--- src/design/adcsi_pkg.sv ---
package adcsi_pkg;

  // Converter word
  localparam int CODE_W = 11;
  localparam int CODE_COUNT = 2048;
  localparam int LEVEL_W = 12;
  localparam int COARSE_W = 5;
  localparam int FINE_W = 6;
  localparam logic [CODE_W-1:0] CODE_MAX = 11'h07FF;
  localparam logic [LEVEL_W-1:0] OVERFLOW_LEVEL = 12'h0800;

  // Timing
  localparam int CLK_PERIOD_NS = 100;
  localparam int APERTURE_DELAY_NS = 50;
  localparam int APERTURE_CYC_RAW = APERTURE_DELAY_NS / CLK_PERIOD_NS;
  localparam int APERTURE_CYC = (APERTURE_CYC_RAW < 1) ? 1 : APERTURE_CYC_RAW;
  localparam int LATENCY_PERIODS = 2;

  // Register port
  localparam int ADDR_W = 4;
  localparam int DATA_W = 16;
  localparam logic [ADDR_W-1:0] STATUS_OFFSET = 4'h0;
  localparam logic [ADDR_W-1:0] MASK_OFFSET = 4'h4;
  localparam logic [ADDR_W-1:0] RESULT_OFFSET = 4'h8;
  localparam logic [ADDR_W-1:0] COUNT_OFFSET = 4'hC;
  localparam int EVT_READY_BIT = 0;
  localparam int EVT_OVERFLOW_BIT = 1;
  localparam int EVT_W = 2;
  localparam int RESULT_OVF_BIT = 11;
  localparam logic [EVT_W-1:0] STATUS_RESET = 2'h0;
  localparam logic [EVT_W-1:0] MASK_RESET = 2'h0;
  localparam logic [DATA_W-1:0] COUNT_RESET = 16'h0000;

  typedef struct packed {
    logic overflow;
    logic [CODE_W-1:0] code;
  } adcsi_result_type;

  localparam adcsi_result_type RESULT_RESET = '{overflow: 1'b0, code: 11'h000};

  // Ideal transfer: clamp to the top code, flag at or above the top step
  function automatic adcsi_result_type adcsi_convert(
    input logic [LEVEL_W-1:0] level
  );
    adcsi_result_type r;
    r.overflow = (level >= OVERFLOW_LEVEL);
    r.code = (level > {1'b0, CODE_MAX}) ? CODE_MAX : level[CODE_W-1:0];
    return r;
  endfunction : adcsi_convert

endpackage : adcsi_pkg

--- src/design/adcsi_sync.sv ---
`timescale 1ns/100ps
`default_nettype none

module adcsi_sync #(
  parameter int WIDTH = 1
) (
  // Clock and reset
  input wire logic mclk,
  input wire logic rst_n,
  // Data
  input wire logic [WIDTH-1:0] async_in,
  output logic [WIDTH-1:0] sync_out
);

  logic [WIDTH-1:0] meta_reg;

  // First stage feeds only the second
  always_ff @(posedge mclk) begin
    if (!rst_n) begin
      meta_reg <= '0;
      sync_out <= '0;
    end else begin
      meta_reg <= async_in;
      sync_out <= meta_reg;
    end
  end

endmodule : adcsi_sync

`default_nettype wire

--- src/design/adcsi_two_step.sv ---
`timescale 1ns/100ps
`default_nettype none

module adcsi_two_step
  import adcsi_pkg::*;
(
  // Clock and reset
  input wire logic mclk,
  input wire logic rst_n,
  // Phase events
  input wire logic sample_evt,
  input wire logic balance_evt,
  input wire logic [LEVEL_W-1:0] level,
  // Encoded word
  output var adcsi_result_type result
);

  adcsi_result_type held_reg;
  adcsi_result_type conv;
  logic [COARSE_W-1:0] coarse_reg;

  assign conv = adcsi_convert(level);

  // Coarse pass picks the range at the end of sampling
  always_ff @(posedge mclk) begin
    if (!rst_n) begin
      held_reg <= RESULT_RESET;
      coarse_reg <= '0;
    end else if (sample_evt) begin
      held_reg <= conv;
      coarse_reg <= conv.code[CODE_W-1:FINE_W];
    end
  end

  // Fine pass completes the low bits in the balance phase
  always_ff @(posedge mclk) begin
    if (!rst_n) begin
      result <= RESULT_RESET;
    end else if (balance_evt) begin
      result.code <= {coarse_reg, held_reg.code[FINE_W-1:0]};
      result.overflow <= held_reg.overflow;
    end
  end

endmodule : adcsi_two_step

`default_nettype wire

--- src/design/adcsi_top.sv ---
// Overview of operation
// - Each sample becomes one of 2048 codes on an 11-bit word, bit 10 MSB.
// - Conversion follows the converter clock; results appear two periods on.
// - With the phase control low, sampling ends at the rising clock edge.
// - Encoded codes pass two D-type stages, so the word holds between updates.
// - Overflow is a separate flag at or above the top step; data clamps to the top code.
// - Chip enable low floats both; high drives overflow, data if enable_n low.
// - Coarse stage sets the upper bits; the fine stage ends in the balance.
// - Unconnected phase and data enable read low, chip enable reads high.
`timescale 1ns/100ps
`default_nettype none

module adcsi_top
  import adcsi_pkg::*;
(
  // System
  input wire logic mclk,
  input wire logic rst_n,
  // Converter pins
  input wire logic conv_clk,
  input wire logic sample_phase,
  input wire logic data_bus_enable_n,
  input wire logic chip_output_enable,
  input wire logic [LEVEL_W-1:0] analog_level,
  // Output buffers
  output logic [CODE_W-1:0] conversion_code,
  output logic conversion_code_oe,
  output logic overflow_flag,
  output logic overflow_flag_oe,
  // Register port
  input wire logic [ADDR_W-1:0] reg_addr,
  input wire logic [DATA_W-1:0] reg_wdata,
  input wire logic reg_wr,
  input wire logic reg_rd,
  output logic [DATA_W-1:0] reg_rdata,
  // Interrupt
  output logic irq
);

  logic conv_clk_s;
  logic phase_s;
  logic data_en_n_s;
  logic chip_en_s;
  logic [LEVEL_W-1:0] level_s;
  logic conv_clk_prev_reg;
  logic rise;
  logic fall;
  logic [APERTURE_CYC-1:0] sample_dly_reg;
  logic [APERTURE_CYC-1:0] balance_dly_reg;
  logic sample_evt;
  logic balance_evt;
  adcsi_result_type encoded;
  adcsi_result_type stage1_reg;
  adcsi_result_type stage2_reg;
  logic [1:0] fill_reg;
  logic ready_evt;
  logic [EVT_W-1:0] status_reg;
  logic [EVT_W-1:0] status_next;
  logic [EVT_W-1:0] mask_reg;
  logic [EVT_W-1:0] events;
  logic [DATA_W-1:0] count_reg;

  // Pins cross in through two flops each
  adcsi_sync #(.WIDTH(4)) u_pin_sync (
    .mclk(mclk),
    .rst_n(rst_n),
    .async_in({conv_clk, sample_phase, data_bus_enable_n, chip_output_enable}),
    .sync_out({conv_clk_s, phase_s, data_en_n_s, chip_en_s})
  );

  adcsi_sync #(.WIDTH(LEVEL_W)) u_level_sync (
    .mclk(mclk),
    .rst_n(rst_n),
    .async_in(analog_level),
    .sync_out(level_s)
  );

  always_ff @(posedge mclk) begin
    if (!rst_n) begin
      conv_clk_prev_reg <= 1'b0;
    end else begin
      conv_clk_prev_reg <= conv_clk_s;
    end
  end

  assign rise = conv_clk_s & ~conv_clk_prev_reg;
  assign fall = ~conv_clk_s & conv_clk_prev_reg;

  // Sampling edge chosen by phase; the other edge opens the balance phase.
  // Only edges count, so a stopped clock simply parks the converter.
  always_ff @(posedge mclk) begin
    if (!rst_n) begin
      sample_dly_reg <= '0;
      balance_dly_reg <= '0;
    end else begin
      // Cast keeps the newest bits; the oldest falls off the end
      sample_dly_reg <= APERTURE_CYC'({sample_dly_reg,
                                       phase_s ? fall : rise});
      balance_dly_reg <= APERTURE_CYC'({balance_dly_reg,
                                        phase_s ? rise : fall});
    end
  end

  // Aperture delay: the level is taken a fixed time after the edge
  assign sample_evt = sample_dly_reg[APERTURE_CYC-1];
  assign balance_evt = balance_dly_reg[APERTURE_CYC-1];

  adcsi_two_step u_two_step (
    .mclk(mclk),
    .rst_n(rst_n),
    .sample_evt(sample_evt),
    .balance_evt(balance_evt),
    .level(level_s),
    .result(encoded)
  );

  // Two D stages clocked by the sampling edge: two periods of latency
  always_ff @(posedge mclk) begin
    if (!rst_n) begin
      stage1_reg <= RESULT_RESET;
      stage2_reg <= RESULT_RESET;
      fill_reg <= 2'h0;
    end else if (sample_evt) begin
      stage1_reg <= encoded;
      stage2_reg <= stage1_reg;
      fill_reg <= {fill_reg[0], 1'b1};
    end
  end

  assign ready_evt = sample_evt & fill_reg[1];

  // Outputs follow the second stage; enables mirror the pin logic.
  // Pins cross through synchronisers, so enables lag by three mclk edges.
  always_ff @(posedge mclk) begin
    if (!rst_n) begin
      conversion_code <= '0;
      overflow_flag <= 1'b0;
      conversion_code_oe <= 1'b0;
      overflow_flag_oe <= 1'b0;
    end else begin
      conversion_code <= stage2_reg.code;
      overflow_flag <= stage2_reg.overflow;
      conversion_code_oe <= chip_en_s & ~data_en_n_s;
      overflow_flag_oe <= chip_en_s;
    end
  end

  // Sticky events; a new event wins over a write-one clear
  assign events[EVT_READY_BIT] = ready_evt;
  assign events[EVT_OVERFLOW_BIT] = ready_evt & stage1_reg.overflow;

  always_comb begin
    status_next = status_reg;
    if (reg_wr && reg_addr == STATUS_OFFSET) begin
      status_next = status_next & ~reg_wdata[EVT_W-1:0];
    end
    status_next = status_next | events;
  end

  always_ff @(posedge mclk) begin
    if (!rst_n) begin
      status_reg <= STATUS_RESET;
    end else begin
      status_reg <= status_next;
    end
  end

  always_ff @(posedge mclk) begin
    if (!rst_n) begin
      mask_reg <= MASK_RESET;
    end else if (reg_wr && reg_addr == MASK_OFFSET) begin
      mask_reg <= reg_wdata[EVT_W-1:0];
    end
  end

  always_ff @(posedge mclk) begin
    if (!rst_n) begin
      count_reg <= COUNT_RESET;
    end else if (ready_evt) begin
      count_reg <= count_reg + 16'h0001;
    end
  end

  always_ff @(posedge mclk) begin
    if (!rst_n) begin
      irq <= 1'b0;
    end else begin
      irq <= |(status_next & mask_reg);
    end
  end

  // Read data stand for one cycle only; unmapped reads return zero
  always_ff @(posedge mclk) begin
    if (!rst_n) begin
      reg_rdata <= '0;
    end else if (reg_rd) begin
      unique case (reg_addr)
        STATUS_OFFSET: reg_rdata <= {{(DATA_W-EVT_W){1'b0}}, status_reg};
        MASK_OFFSET: reg_rdata <= {{(DATA_W-EVT_W){1'b0}}, mask_reg};
        RESULT_OFFSET: reg_rdata <= {4'h0, stage2_reg.overflow,
                                     stage2_reg.code};
        COUNT_OFFSET: reg_rdata <= count_reg;
        default: reg_rdata <= '0;
      endcase
    end else begin
      reg_rdata <= '0;
    end
  end

endmodule : adcsi_top

`default_nettype wire

--- config.mk ---
export PLATFORM = sky130hd
export DESIGN_NAME = adcsi_top
export DESIGN_NICKNAME = d
export VERILOG_FILES = /design/src/design/adcsi_pkg.sv /design/src/design/adcsi_sync.sv /design/src/design/adcsi_two_step.sv /design/src/design/adcsi_top.sv
export SDC_FILE = /design/constraint.sdc
export NUM_CORES = 1
export LEC_CHECK = 0
export BUFFER_PORTS_ARGS = -buffer_cell sky130_fd_sc_hd__buf_2
export CORE_MARGIN = 4
export CORE_UTILIZATION = 25
export DETAILED_ROUTE_END_ITERATION = 6
export SETUP_SLACK_MARGIN = 0.05
export SKIP_CTS_REPAIR_TIMING = 1
export SKIP_LAST_GASP = 1
export SLEW_MARGIN = 20
export SYNTH_ARGS = -nofsm -noshare
export SYNTH_HDL_FRONTEND = slang
export SYNTH_SLANG_ARGS = --single-unit
--- constraint.sdc ---
create_clock -name mclk -period 2.85 [get_ports mclk]
set_input_delay 0.4275 -clock mclk [delete_from_list [all_inputs] [get_ports mclk]]
set_output_delay 0.4275 -clock mclk [all_outputs]
set_load 0.1 [all_outputs]
# Yosys cells after proc, flatten, opt, wreduce, memory -nomap -nowiden
# Index checks and enable logic that the tools add are counted.
[totals]
inputBits = 40
latchBits = 0
memories = 0
ram_bits = 0
out_inout_bits = 31
romBits = 0
regBits = 136
elab_cells = 54
[op_classes]
mul = 0
n_reduce_logical = 5
n_bitwise = 12
eq_ne = 3
n_lt_le_gt_ge = 2
n_mux = 5
n_div = 0
n_addsub = 1
shift = 0
[op_table]
columns = ["op", "n"]
rows = [
  ["$pmux W16 S4", 1],
  ["$add A16 B1 Y16 const B", 1],
  ["$ge A12 B12 Y1 const B", 1],
  ["$gt A12 B11 Y1 const B", 1],
  ["$mux W11", 1],
  ["$eq A4 B4 Y1 const B", 2],
  ["$and A1 B1 Y1", 5],
  ["$and A2 B2 Y2", 2],
  ["$eq A4 B3 Y1 const B", 1],
  ["$logic_not A4 Y1", 1],
  ["$not A1 Y1", 3],
  ["$logic_and A1 B1 Y1", 2],
  ["$mux W1", 2],
  ["$mux W2", 1],
  ["$not A2 Y2", 1],
  ["$or A2 B2 Y2", 1],
  ["$reduce_and A2 Y1", 1],
  ["$reduce_or A2 Y1", 1],
]

# Longest topological paths before layout
# Gate-level depths: netlist of run 1.
[logic_depth]
ltp_word = 6
mapped_depth = 6
mapped_depth_nobuf = 5

# Modules after synthesis
# Synthesis of run 1 repeated with hierarchy kept, for this count alone.
[hier_totals]
hier_cells = 426
area_unflattened_um2 = 4734.5
[modules_own_cells]
columns = ["mod", "cells_each", "instances", "area_each_um2"]
rows = [
  ["adcsi_top", 291, 1, 2994.1],
  ["adcsi_two_step", 69, 1, 854.6],
  ["adcsi_sync at u_level_sync", 50, 1, 675.6],
  ["adcsi_sync at u_pin_sync", 16, 1, 210.2],
]

# Least setup slack after synthesis of run 1
# Ideal clock, no wire load.
[synth_timing]
kind = "input -> register"
start = "input port reg_addr[3]"
end = "register irq"
arrival_time_ps = 1687
path_slack_ps = 1045
required_time_ps = 2733
setup_ps = 117
cell_stages = 5
path_cell_list = "buf_2 or4b_2 o21ai_0 a21oi_1 a32o_1"
[synth_between]
elab_chain_cells = 6
[synth_rtl]
columns = ["element", "line", "text"]
rows = [
  ["start, declared", "adcsi_top.sv:31", "input wire logic [ADDR_W-1:0] reg_addr,"],
  ["$logic_not A4 Y1", "adcsi_top.sv:154", "if (reg_wr && reg_addr == STATUS_OFFSET) begin"],
  ["$logic_and A1 B1 Y1", "adcsi_top.sv:154", ""],
  ["$mux W2", "adcsi_top.sv:154", ""],
  ["$or A2 B2 Y2", "adcsi_top.sv:157", "status_next = status_next | events;"],
  ["$and A2 B2 Y2", "adcsi_top.sv:188", "irq <= |(status_next & mask_reg);"],
  ["$reduce_or A2 Y1", "adcsi_top.sv:188", ""],
  ["end signal, assigned", "adcsi_top.sv:188", ""],
  ["end, declared", "adcsi_top.sv:37", "output logic irq"],
]
# No other way between the ends.
# A chain may end at the register's enable or synchronous reset.

# Worst setup path in the final report of run 1
[layout_timing]
start = "register count_reg[2]"
end = "register count_reg[14]"
[layout_between]
elab_chain_cells = 1
[layout_rtl]
columns = ["element", "line", "text"]
rows = [
  ["start, declared", "adcsi_top.sv:61", "logic [DATA_W-1:0] count_reg;"],
  ["start signal, assigned", "adcsi_top.sv:180", "count_reg <= count_reg + 16'h0001;"],
  ["$add A16 B1 Y16", "adcsi_top.sv:180", ""],
]
# No other way between the ends.

==> key figures, run 1 <==
Timing
  • Final worst-path cycle share: 64.1%
  • Max transition margin: 50.8%
  • Hold Slack: 0.228 ns
  • Worst-Margin Slew: 0.736 ns
  • Min cycle time layout: 1.83 ns
  • Unrepaired setup endpoints after global routing: no
  • FMAX: 548 MHz
  • Setup Skew: 0.00602 ns
  • TNS Setup: 0 ns
  • Hold Vio Cnt, Final: 0
  • Final Setup Violations: 0
  • Final Worst Setup Slack: 1.02 ns
  • Slew Limit Fails: 0

Clock tree
  • Clock sink count: 136
  • Clock Latency Late Sink: 0.40 ns
  • CTS tree: built
  • Root buffer cell: clkbuf_16
  • CTS Buf Count: 17
  • H-tree Lvls: 4
  • Clk slew on worst S/H paths: 0.06 ns
  • Clock Path Buffers: 2

GRT
  • Met2 Usage GRT: 13.5%
  • Pin count of the biggest net entering global routing: 69
  • GR Util met1: 11.2%
  • Tot GR Track Use: 8.75%
  • GRT Max-Usage Layer: met2
  • First-pass GRT wire length: 14500 µm
  • Vias in the first global route: 3078
  • Met3 GRT Util: 3.11%
  • Total grt overflow: 0
  • Antenna violations before repair: 0

Worst setup path
  • Critical Path RT: 3.17 ns
  • CP max stage cell: or4b_1
  • Crit path capture type: flop
  • Top delay family on crit path: simple AND/OR/NAND/NOR gates
  • Delay of the slowest critical-path stage: 0.46 ns
  • Crit path launch type: flop
  • Cell Chain, Critical Path: nand4_1 > nor2_1 > or4b_1 > a21oi_1
  • Crit path buf inv count: 0
  • WP data arrival: 2.15 ns
  • WS Path Type: reg2reg
  • Crit path max fanout: 13

Pwr
  • VDD IR max: 0.416 mV
  • Leak Pwr: 2.15 nW
  • Power Dens Cells: 725 nW/µm²

Placed design
  • Port Buffer Count: 56
  • HPWL Detailed: 5920 µm
  • GPL Wtd Cong: 0.758
  • Placed standard-cell area: 5030 µm²
  • Worst slack, placed: 0.881 ns

Cells and area
  • Filler instances: 1803
  • Core Util, Final: 31.9%
  • Area of the multi-input gates: 1690 µm²
  • FF+latch area: 2720 µm²
  • Area grow syn2layout: 23.2%
  • Nets: 534
  • Layout cells sized above 1: 19.0%
  • N_diodes: 0
  • Design Area, Final: 5590 µm²

Yosys
  • Mapped Cells: 439
  • Seq cells post-synth: 136
  • Cell Area, Synth: 4530 µm²
  • Post-synth net total: 480
  • Synth Warn #: 0
  • Synth cell types: 35
  • Register area share after synthesis: 60.0%
  • Synth Area per Inst: 10.3 µm²

Drt
  • DR vias: 3065
  • Drt pass-1 iters: 4
  • DRC: 0
  • Initial drt markers: 196
  • Drt wl/cell: 11.5 µm
  • Routed wire length: 8370 µm
  • Vias per cell: 4.19
  • Routed Antenna Nets: 0

Floorplan
  • Total core area: 17500 µm²
  • Die Y: 143 µm
  • Chip Width: 143 µm
  • IO Pins: 71
  • Initial Util: 25.9%
  • Die area: 20400 µm²
  • Rows: 48

Job
  • Max-cap violations: 0

Run status
  • Status: finished, final reports clean

Worst hold path
  • Tightest Hold Check Type: in2reg
==> stage by stage <==
stage	total power, mW	cells
6_report	4.05	731
3_5_place_dp	2.09	699
2_1_floorplan	2.05	439
5_1_grt	4.21	731
4_1_cts	4.11	731
3_3_place_gp	2.09	699
==> metal layers <==
metal | wire [µm] | up-vias
met3 | 513 | 14
met2 | 3730 | 77
met4 | 141 | 0
met5 | 0 | -
li1 | - | 1579
met1 | 3980 | 1395
==> cell usage after synthesis <==
library cell / number / area share (%)
a21oi_1: 7 / 0.77
a22oi_1: 10 / 1.7
a31oi_1: 1 / 0.14
a32o_1: 1 / 0.22
and2_1: 52 / 7.2
and3_1: 2 / 0.28
buf_1: 5 / 0.41
buf_2: 2 / 0.22
clkbuf_1: 18 / 1.5
dfxtp_1: 136 / 60
ha_1: 1 / 0.28
inv_1: 6 / 0.50
mux2i_1: 45 / 9.9
nand2_1: 12 / 0.99
nand2b_1: 3 / 0.41
nand3_1: 4 / 0.44
nand3b_1: 1 / 0.17
nand4_1: 5 / 0.69
nand4_2: 1 / 0.28
nor2_1: 84 / 7.0
nor2b_1: 1 / 0.14
nor3_1: 4 / 0.44
nor4_1: 3 / 0.41
o21ai_0: 3 / 0.33
o22a_1: 2 / 0.39
o22ai_1: 10 / 1.4
o311ai_0: 1 / 0.19
o41ai_1: 2 / 0.39
or3_1: 2 / 0.28
or3_4: 1 / 0.25
or3b_2: 1 / 0.19
or4b_1: 1 / 0.22
or4b_2: 1 / 0.22
xnor2_1: 8 / 1.5
xor2_1: 3 / 0.58
==> cells by family after synthesis <==
logic type / count (synthesis) / share of synthesized area (%)
multiplexers: 45 / 9.93
flip-flops: 136 / 60.0
XOR/XNOR: 11 / 2.12
AND/OR/NAND/NOR: 178 / 19.5
buffers and inverters: 31 / 2.62
adder cells (fa/ha/maj): 1 / 0.276
AO/OA/AOI/OAI: 37 / 5.46
==> power by group <==
group | internal (mW) | switching (mW) | leakage, nW | total (mW)
clock | 1.20 | 0.799 | 0.259 | 2.00
sequential | 1.93 | 0.0125 | 1.10 | 1.94
combinational | 0.0428 | 0.0602 | 0.789 | 0.103
==> layout make-up <==
type                    count  area share (%)
flip-flops and latches    136            48.8
clock inverters            14            2.26
clock buffers              18            7.68
repair buffers             60            5.55
multi-input cells         272            30.3
inverters                   6           0.403
well taps                 225            5.04
==> cell usage in the layout, fill, tap and decap left out, drive strengths merged <==
cell type,synthesis,routed
dfxtp,136,136
nor2,84,84
buf,7,60
and2,52,52
mux2i,45,45
clkbuf,18,18
nand2,12,12
a22oi,10,10
o22ai,10,10
xnor2,8,8
inv,6,8
a21oi,7,7
nand4,6,6
clkinv,0,6
clkinvlp,0,5
nand3,4,4
nor3,4,4
nor4,3,3
o21ai,3,3
xor2,3,3
nand2b,3,3
or3,3,3
o41ai,2,2
and3,2,2
o22a,2,2
or4b,2,2
a31oi,1,1
o311ai,1,1
nand3b,1,1
or3b,1,1
nor2b,1,1
a32o,1,1
ha,1,1
bufinv,0,1
==> worst paths after layout <==
path	start	endpoint	slack, ns	depth (start not counted)
setup reg to reg	count_reg[2]	count_reg[14]	1.02	4
setup / recovery	count_reg[2]	count_reg[14]	1.02	4
hold / removal	data_bus_enable_n	u_pin_sync.meta_reg[1]	0.23	2
hold reg to reg	u_pin_sync.sync_out[1]	conversion_code_oe	0.40	1
==> worst register-to-register path, cell delays in order (launching register included) <==
cell,delay (ns)
dfxtp_1,0.41
nand4_1,0.41
nor2_1,0.29
or4b_1,0.46
a21oi_1,0.17
No activity file was read; power rests on OpenSTA's default activity.
==> run 2: changes to the inputs <==
Settings changed: ABC_AREA from default to 1.
Clock period 2.85 ns to 1.8 ns, I/O delays scaled along.
==> key figures, run 2 <==
Placed design
  • HPWL Detailed: 6410 µm (+8.1%)
  • Placed cells: 930 (+33%)
  • Worst slack, placed: 0.205 ns (-0.676 ns)
  • Port Buffer Count: 56 (unchanged)
  • Placed standard-cell area: 5400 µm² (+7.3%)
  • GPL Wtd Cong: 0.788 (+4.0%)

Drt
  • DR top layer: met4
  • Routed Antenna Nets: 0 (unchanged)
  • DRC: 0 (unchanged)
  • DR vias: 3704 (+21%)
  • Drt pass-1 iters: 4 (unchanged)
  • Wire length on met2: 4250 µm (+14%)
  • Drt wl/cell: 10.2 µm (-11%)
  • Routed metal-1 wire length: 5010 µm (+26%)
  • Vias per cell: 3.85 (-8.2%)
  • Initial drt markers: 246 (+26%)
  • Met3 Wirelength: 398 µm (-22%)
  • Routed wire length: 9820 µm (+17%)

Timing
  • FMAX: 679 MHz (+24%)
  • Hold Slack: 0.0325 ns (-0.196 ns)
  • Max transition margin: 62.0% (+11 points)
  • Slew Limit Fails: 0 (unchanged)
  • Worst-Margin Slew: 0.569 ns (-0.167 ns)
  • Final Worst Setup Slack: 0.328 ns (-0.696 ns)
  • Hold Vio Cnt, Final: 0 (unchanged)
  • Setup Skew: 0.00843 ns (+0.00241 ns)
  • Min cycle time layout: 1.47 ns (-0.354 ns)
  • Final worst-path cycle share: 81.8% (+18 points)
  • Unrepaired setup endpoints after global routing: no
  • Final Setup Violations: 0 (unchanged)
  • TNS Setup: 0 ns (unchanged)

Clock tree
  • CTS tree: built
  • Clock sink count: 136 (unchanged)
  • Clock Path Buffers: 2 (unchanged)
  • CTS Buf Count: 17 (unchanged)
  • Clock Latency Late Sink: 0.41 ns (about the same)
  • Root buffer cell: clkbuf_16
  • H-tree Lvls: 4 (unchanged)
  • Clk slew on worst S/H paths: 0.06 ns (about the same)

Yosys
  • Cell Area, Synth: 4860 µm² (+7.3%)
  • Post-synth net total: 676 (+41%)
  • FFs w/ async S/R, synth: 0% (unchanged)
  • Synth cell types: 21 (-40%)
  • Seq cells post-synth: 136 (unchanged)
  • Register area share after synthesis: 56.0% (-4.1 points)
  • Top area cells in the synthesized netlist: dfxtp_1 (56%), nand2_1 (10%), inv_1 (8.1%), nor2_1 (7.4%), o21ai_0 (4.4%)
  • Synth Warn #: 0 (unchanged)
  • Mapped Cells: 635 (+45%)
  • EDFF count, synth: 0 (unchanged)
  • Synth area leader: dfxtp_1
  • Synth top area share: 56.0% (-4.1 points)
  • Post-synth top flop: dfxtp_1
  • Synth Area per Inst: 7.66 µm² (-26%)
  • Top cells by count, synth: dfxtp_1 (136), nand2_1 (135), inv_1 (105), nor2_1 (96), o21ai_0 (43)
  • Top-count cell post-synth: dfxtp_1

Cells and area
  • Most common cell after layout, fill and taps aside: dfxtp_1
  • Nets: 730 (+37%)
  • Core Util, Final: 31.5% (-0.35 points)
  • N_diodes: 0 (unchanged)
  • Final cell count without fillers: 962 (+32%)
  • Most frequent cells in the layout: dfxtp_1 (136), nand2_1 (135), inv_1 (105), nor2_1 (96), buf_2 (56)
  • Layout cells sized above 1: 14.2% (-4.7 points)
  • Design Area, Final: 5950 µm² (+6.5%)
  • Filler instances: 2106 (+17%)
  • Area grow syn2layout: 22.4%

Worst hold path
  • Hold path depth: 3 (+1)
  • Tightest Hold Check Type: in2reg
  • Hold Startpoint: conv_clk
  • WHS Endpoint: u_pin_sync.meta_reg[3]

Job
  • Max-cap violations: 0 (unchanged)

Floorplan
  • Die Y: 147 µm (+3.4%)
  • Chip Width: 147 µm (+3.4%)
  • Die area: 21800 µm² (+6.9%)
  • Total core area: 18900 µm² (+7.7%)
  • IO Pins: 71 (unchanged)
  • Initial Util: 25.7% (-0.11 points)
  • Rows: 50 (+4.2%)

Pwr
  • Power Dens Cells: 1100 nW/µm² (+52%)
  • VDD IR max: 0.630 mV (+51%)
  • Pwr Total: 6.55 mW (+62%)
  • Leak Pwr: 2.95 nW (+37%)

GRT
  • Vias in the first global route: 3646 (+18%)
  • Tot GR Track Use: 9.56% (+0.81 points)
  • First-pass GRT wire length: 17000 µm (+18%)
  • Antenna violations before repair: 0 (unchanged)
  • Pin count of the biggest net entering global routing: 70 (+1.4%)
  • Total grt overflow: 0 (unchanged)

Worst setup path
  • Flop-to-flop setup slack: 0.33 ns (-0.70 ns)
  • WP data arrival: 1.83 ns (-0.32 ns)
  • RR Endpoint: count_reg[11]
  • Cell Chain, Critical Path: nand2_1 > buf_4 > nor2_4 > nand4_1 > nand2_1 > nand2_1 > nor2_1
  • CP max stage cell: dfxtp_1
  • Crit path launch type: flop
  • Crit-path most repeated cell: nand2_1
  • Delay of the slowest critical-path stage: 0.42 ns (-0.04 ns)
  • Crit path max fanout: 8 (-5)
  • Critical Path RT: 2.15 ns (-1.02 ns)
  • WS Path Type: reg2reg
  • Top delay family on crit path: simple AND/OR/NAND/NOR gates
  • Reg2Reg Depth: 7 (+3)
  • FF-to-FF Start: sample_dly_reg
  • Crit path buf inv count: 1 (+1)
  • Crit path capture type: flop

Run status
  • Status: finished, final reports clean
[run 2: changes by cell type in the layout (fill, tap and decap cells not counted), sizes merged, moves of 31 or more]
cell   before  now
mux2i      45    0
nand3       4   35
nand2      12  138
o21ai       3   43
and2       52    0
inv         8  109
[run 2: area by class of cell]
type                       count  area, µm²  share of cell area (%)
tap                          260        325                    5.47
inverter                     106        400                    6.73
multi-input combinational    368       1620                    27.2
clock buffer                  20        457                    7.67
sequential                   136       2720                    45.7
clock inverter                12       93.8                    1.58
timing repair buffer          60        335                    5.63
[run 2: power breakdown]
| part | switching (mW) | internal (mW) |
|---|---|---|
| logic | 0.186 | 0.0773 |
| clock network | 1.33 | 1.85 |
| registers | 0.0299 | 3.08 |
[run 2: cell families after synthesis]
logic type	Yosys count	synth area share [%]
compound gates	82	8.67
fa+ha+maj	1	0.257
buf+inv	131	10.8
flops	136	56.0
simple gates	285	24.3
[run 2: how the worst max path moves through the flow]
stage                       start                 end  slack, ns  cells past startpoint
5_1_grt            sample_dly_reg       count_reg[11]       0.16                      7
3_3_place_gp       sample_dly_reg       stage2_reg[7]       0.29                      4
4_1_cts            sample_dly_reg       stage2_reg[1]       0.19                      4
2_1_floorplan  conversion_code[0]  conversion_code[0]       0.62                      0
3_5_place_dp       sample_dly_reg       stage2_reg[1]       0.20                      4
6_report           sample_dly_reg       count_reg[11]       0.33                      7
[run 2: worst min-delay path: stages]
cell     delay (ns)
buf_2          0.07
nand2_1        0.04
inv_1          0.04
[run 2: per-layer routing]
| metal | up-vias | global-route usage [%] |
|---|---|---|
| li1 | 2055 | - |
| met1 | 1576 | 12.3 |
| met2 | 60 | 14.8 |
| met3 | 13 | 2.88 |
| met4 | 0 | 4.38 |
| met5 | - | 0 |
==> run 3: changes to the inputs <==
Settings changed: ABC_AREA 1 to 0.
Clock period 1.8 ns to 1.3 ns, I/O delays scaled along.
==> key figures, run 3 (synthesis gave the netlist of run 1 again) <==
Run status
  • Status: finished, violations left
  • Failing checks: negative setup slack

Clock tree
  • H-tree Lvls: 4 (unchanged)
  • CTS tree: built
  • Clock sink count: 136 (unchanged)
  • Clk slew on worst S/H paths: 0.06 ns (about the same)
  • CTS Buf Count: 17 (unchanged)
  • Clock Path Buffers: 2 (unchanged)
  • Root buffer cell: clkbuf_16
  • Clock Latency Late Sink: 0.40 ns (about the same)

Worst setup path
  • Crit path max fanout: 5 (-3)
  • Origin of the worst setup path: count_reg[9]
  • FF-to-FF Start: count_reg[9]
  • WS Path Type: reg2reg
  • WP data arrival: 1.89 ns (+0.06 ns)
  • Reg2Reg Depth: 4 (-3)
  • Cell Chain, Critical Path: nand4_4 > or3_4 > or4b_1 > a21oi_1
  • CP endpoint: count_reg[14]
  • Critical Path RT: 1.62 ns (-0.53 ns)
  • CP max stage cell: or4b_1
  • Crit path launch type: flop
  • Crit path buf inv count: 0 (-1)
  • Delay of the slowest critical-path stage: 0.47 ns (+0.05 ns)
  • RR Endpoint: count_reg[14]
  • Top delay family on crit path: simple AND/OR/NAND/NOR gates
  • Critical path depth: 4 (-3)
  • Crit path capture type: flop
  • Flop-to-flop setup slack: -0.26 ns (-0.59 ns)

Drt
  • Vias per cell: 4.17 (+8.2%)
  • Drt pass-1 iters: 4 (unchanged)
  • DRC: 0 (unchanged)
  • DR vias: 3259 (-12%)
  • Routed Antenna Nets: 0 (unchanged)
  • Drt wl/cell: 11.5 µm (+12%)
  • Routed wire length: 8980 µm (-8.6%)
  • Initial drt markers: 97 (-61%)

Cells and area
  • Layout cells sized above 1: 28.5% (+14 points)
  • Most frequent cells in the layout: dfxtp_1 (129), nor2_1 (84), buf_4 (70), and2_1 (51), mux2i_1 (45)
  • N_diodes: 0 (unchanged)
  • Nets: 585 (-20%)
  • Most common cell after layout, fill and taps aside: dfxtp_1
  • Final cell count without fillers: 782 (-19%)
  • Area grow syn2layout: 38.9%

Timing
  • Slew Limit Fails: 0 (unchanged)
  • Worst-Margin Slew: 0.318 ns (-0.251 ns)
  • Setup Skew: 0.00585 ns (-0.00258 ns)
  • FMAX: 640 MHz (-5.8%)
  • Final worst-path cycle share: 120% (+38 points)
  • Max transition margin: 78.5% (+17 points)
  • Final Setup Violations: 5 (+5)
  • Unrepaired setup endpoints after global routing: yes
  • Final Worst Setup Slack: -0.263 ns (-0.591 ns)
  • Hold Vio Cnt, Final: 0 (unchanged)
  • Min cycle time layout: 1.56 ns (+0.0908 ns)

GRT
  • First-pass GRT wire length: 15000 µm (-12%)
  • Total grt overflow: 0 (unchanged)
  • Vias in the first global route: 3257 (-11%)
  • Pin count of the biggest net entering global routing: 36 (-49%)
  • Antenna violations before repair: 0 (unchanged)
  • Tot GR Track Use: 9.04% (-0.52 points)

Placed design
  • GPL Wtd Cong: 0.805 (+2.0%)
  • Port Buffer Count: 56 (unchanged)
  • Placed cells: 738 (-21%)
  • Worst slack, placed: -0.262 ns (-0.467 ns)
  • HPWL Detailed: 6410 µm (about the same)

Floorplan
  • IO Pins: 71 (unchanged)
  • Die Y: 143 µm (-3.3%)
  • Rows: 48 (-4.0%)
  • Die area: 20400 µm² (-6.4%)
  • Total core area: 17500 µm² (-7.2%)
  • Initial Util: 25.9% (+0.11 points)
  • Chip Width: 143 µm (-3.3%)

Worst hold path
  • Tightest Hold Check Type: in2reg
  • Hold path depth: 2 (-1)

Job
  • Max-cap violations: 0 (unchanged)

Pwr
  • Power Dens Cells: 1530 nW/µm² (+39%)
  • VDD IR max: 1.13 mV (+79%)
  • Leak Pwr: 2.54 nW (-14%)
-- run 3: cell types whose count changed in the layout (fill, tap and decap cells not counted), sizes merged, moves of 4 or more --
cell	change
nand2	-126
and2	+52
nand3	-31
dlygate4sd3	+5
inv	-104
xnor2	+8
a21oi	-23
buf	+42
a22oi	+10
bufinv	+4
nor2	-15
o21ai	-40
mux2i	+45
clkbuf	+4
-- run 3: how the worst min path moves through the flow --
stage | from | to | slack, ns
5_1_grt | analog_level[0] | u_level_sync.meta_reg[0] | 0.0009
4_1_cts | analog_level[7] | u_level_sync.meta_reg[7] | -0.01
3_5_place_dp | u_pin_sync.sync_out[1] | conversion_code_oe | 0.38
6_report | analog_level[0] | u_level_sync.meta_reg[0] | 0.003
3_3_place_gp | u_pin_sync.sync_out[1] | conversion_code_oe | 0.38
2_1_floorplan | analog_level[0] | u_level_sync.meta_reg[0] | 0.32
-- run 3: through the flow --
step	utilization [%]	total power [mW]	hold slack [ns]	cell area [µm²]	TNS [ns]
3_5_place_dp	30.7	4.62	0.378	5380	-1.14
6_report	35.9	9.61	0.00315	6300	-0.553
4_1_cts	34.4	9.68	-0.0149	6020	-2.06
5_1_grt	35.9	9.93	0.000890	6300	-1.09
2_1_floorplan	-	4.50	0.322	4590	-0.529
3_3_place_gp	30.7	4.61	0.383	5380	-0.831
-- run 3: where the power goes --
group,internal [mW],switching (mW)
Clock,3.36,1.71
Sequential,4.23,0.0237
Combinational,0.143,0.144
Total,7.74,1.87
-- run 3: layout make-up --
class                   count  area (µm²)
flip-flops and latches    136        2740
clock inverters            12         173
fillers                  1750       11200
well taps                 225         282
inverters                   6        22.5
clock buffers              20         468
repair buffers            111         827
multi-input cells         272        1790
-- run 3: layer usage --
metal	vias up	global-route usage (%)	wire, µm
met1	1507	11.6	4310
li1	1683	-	-
met2	65	14.4	4170
met3	4	2.48	444
met4	0	3.60	57
met5	-	0	0
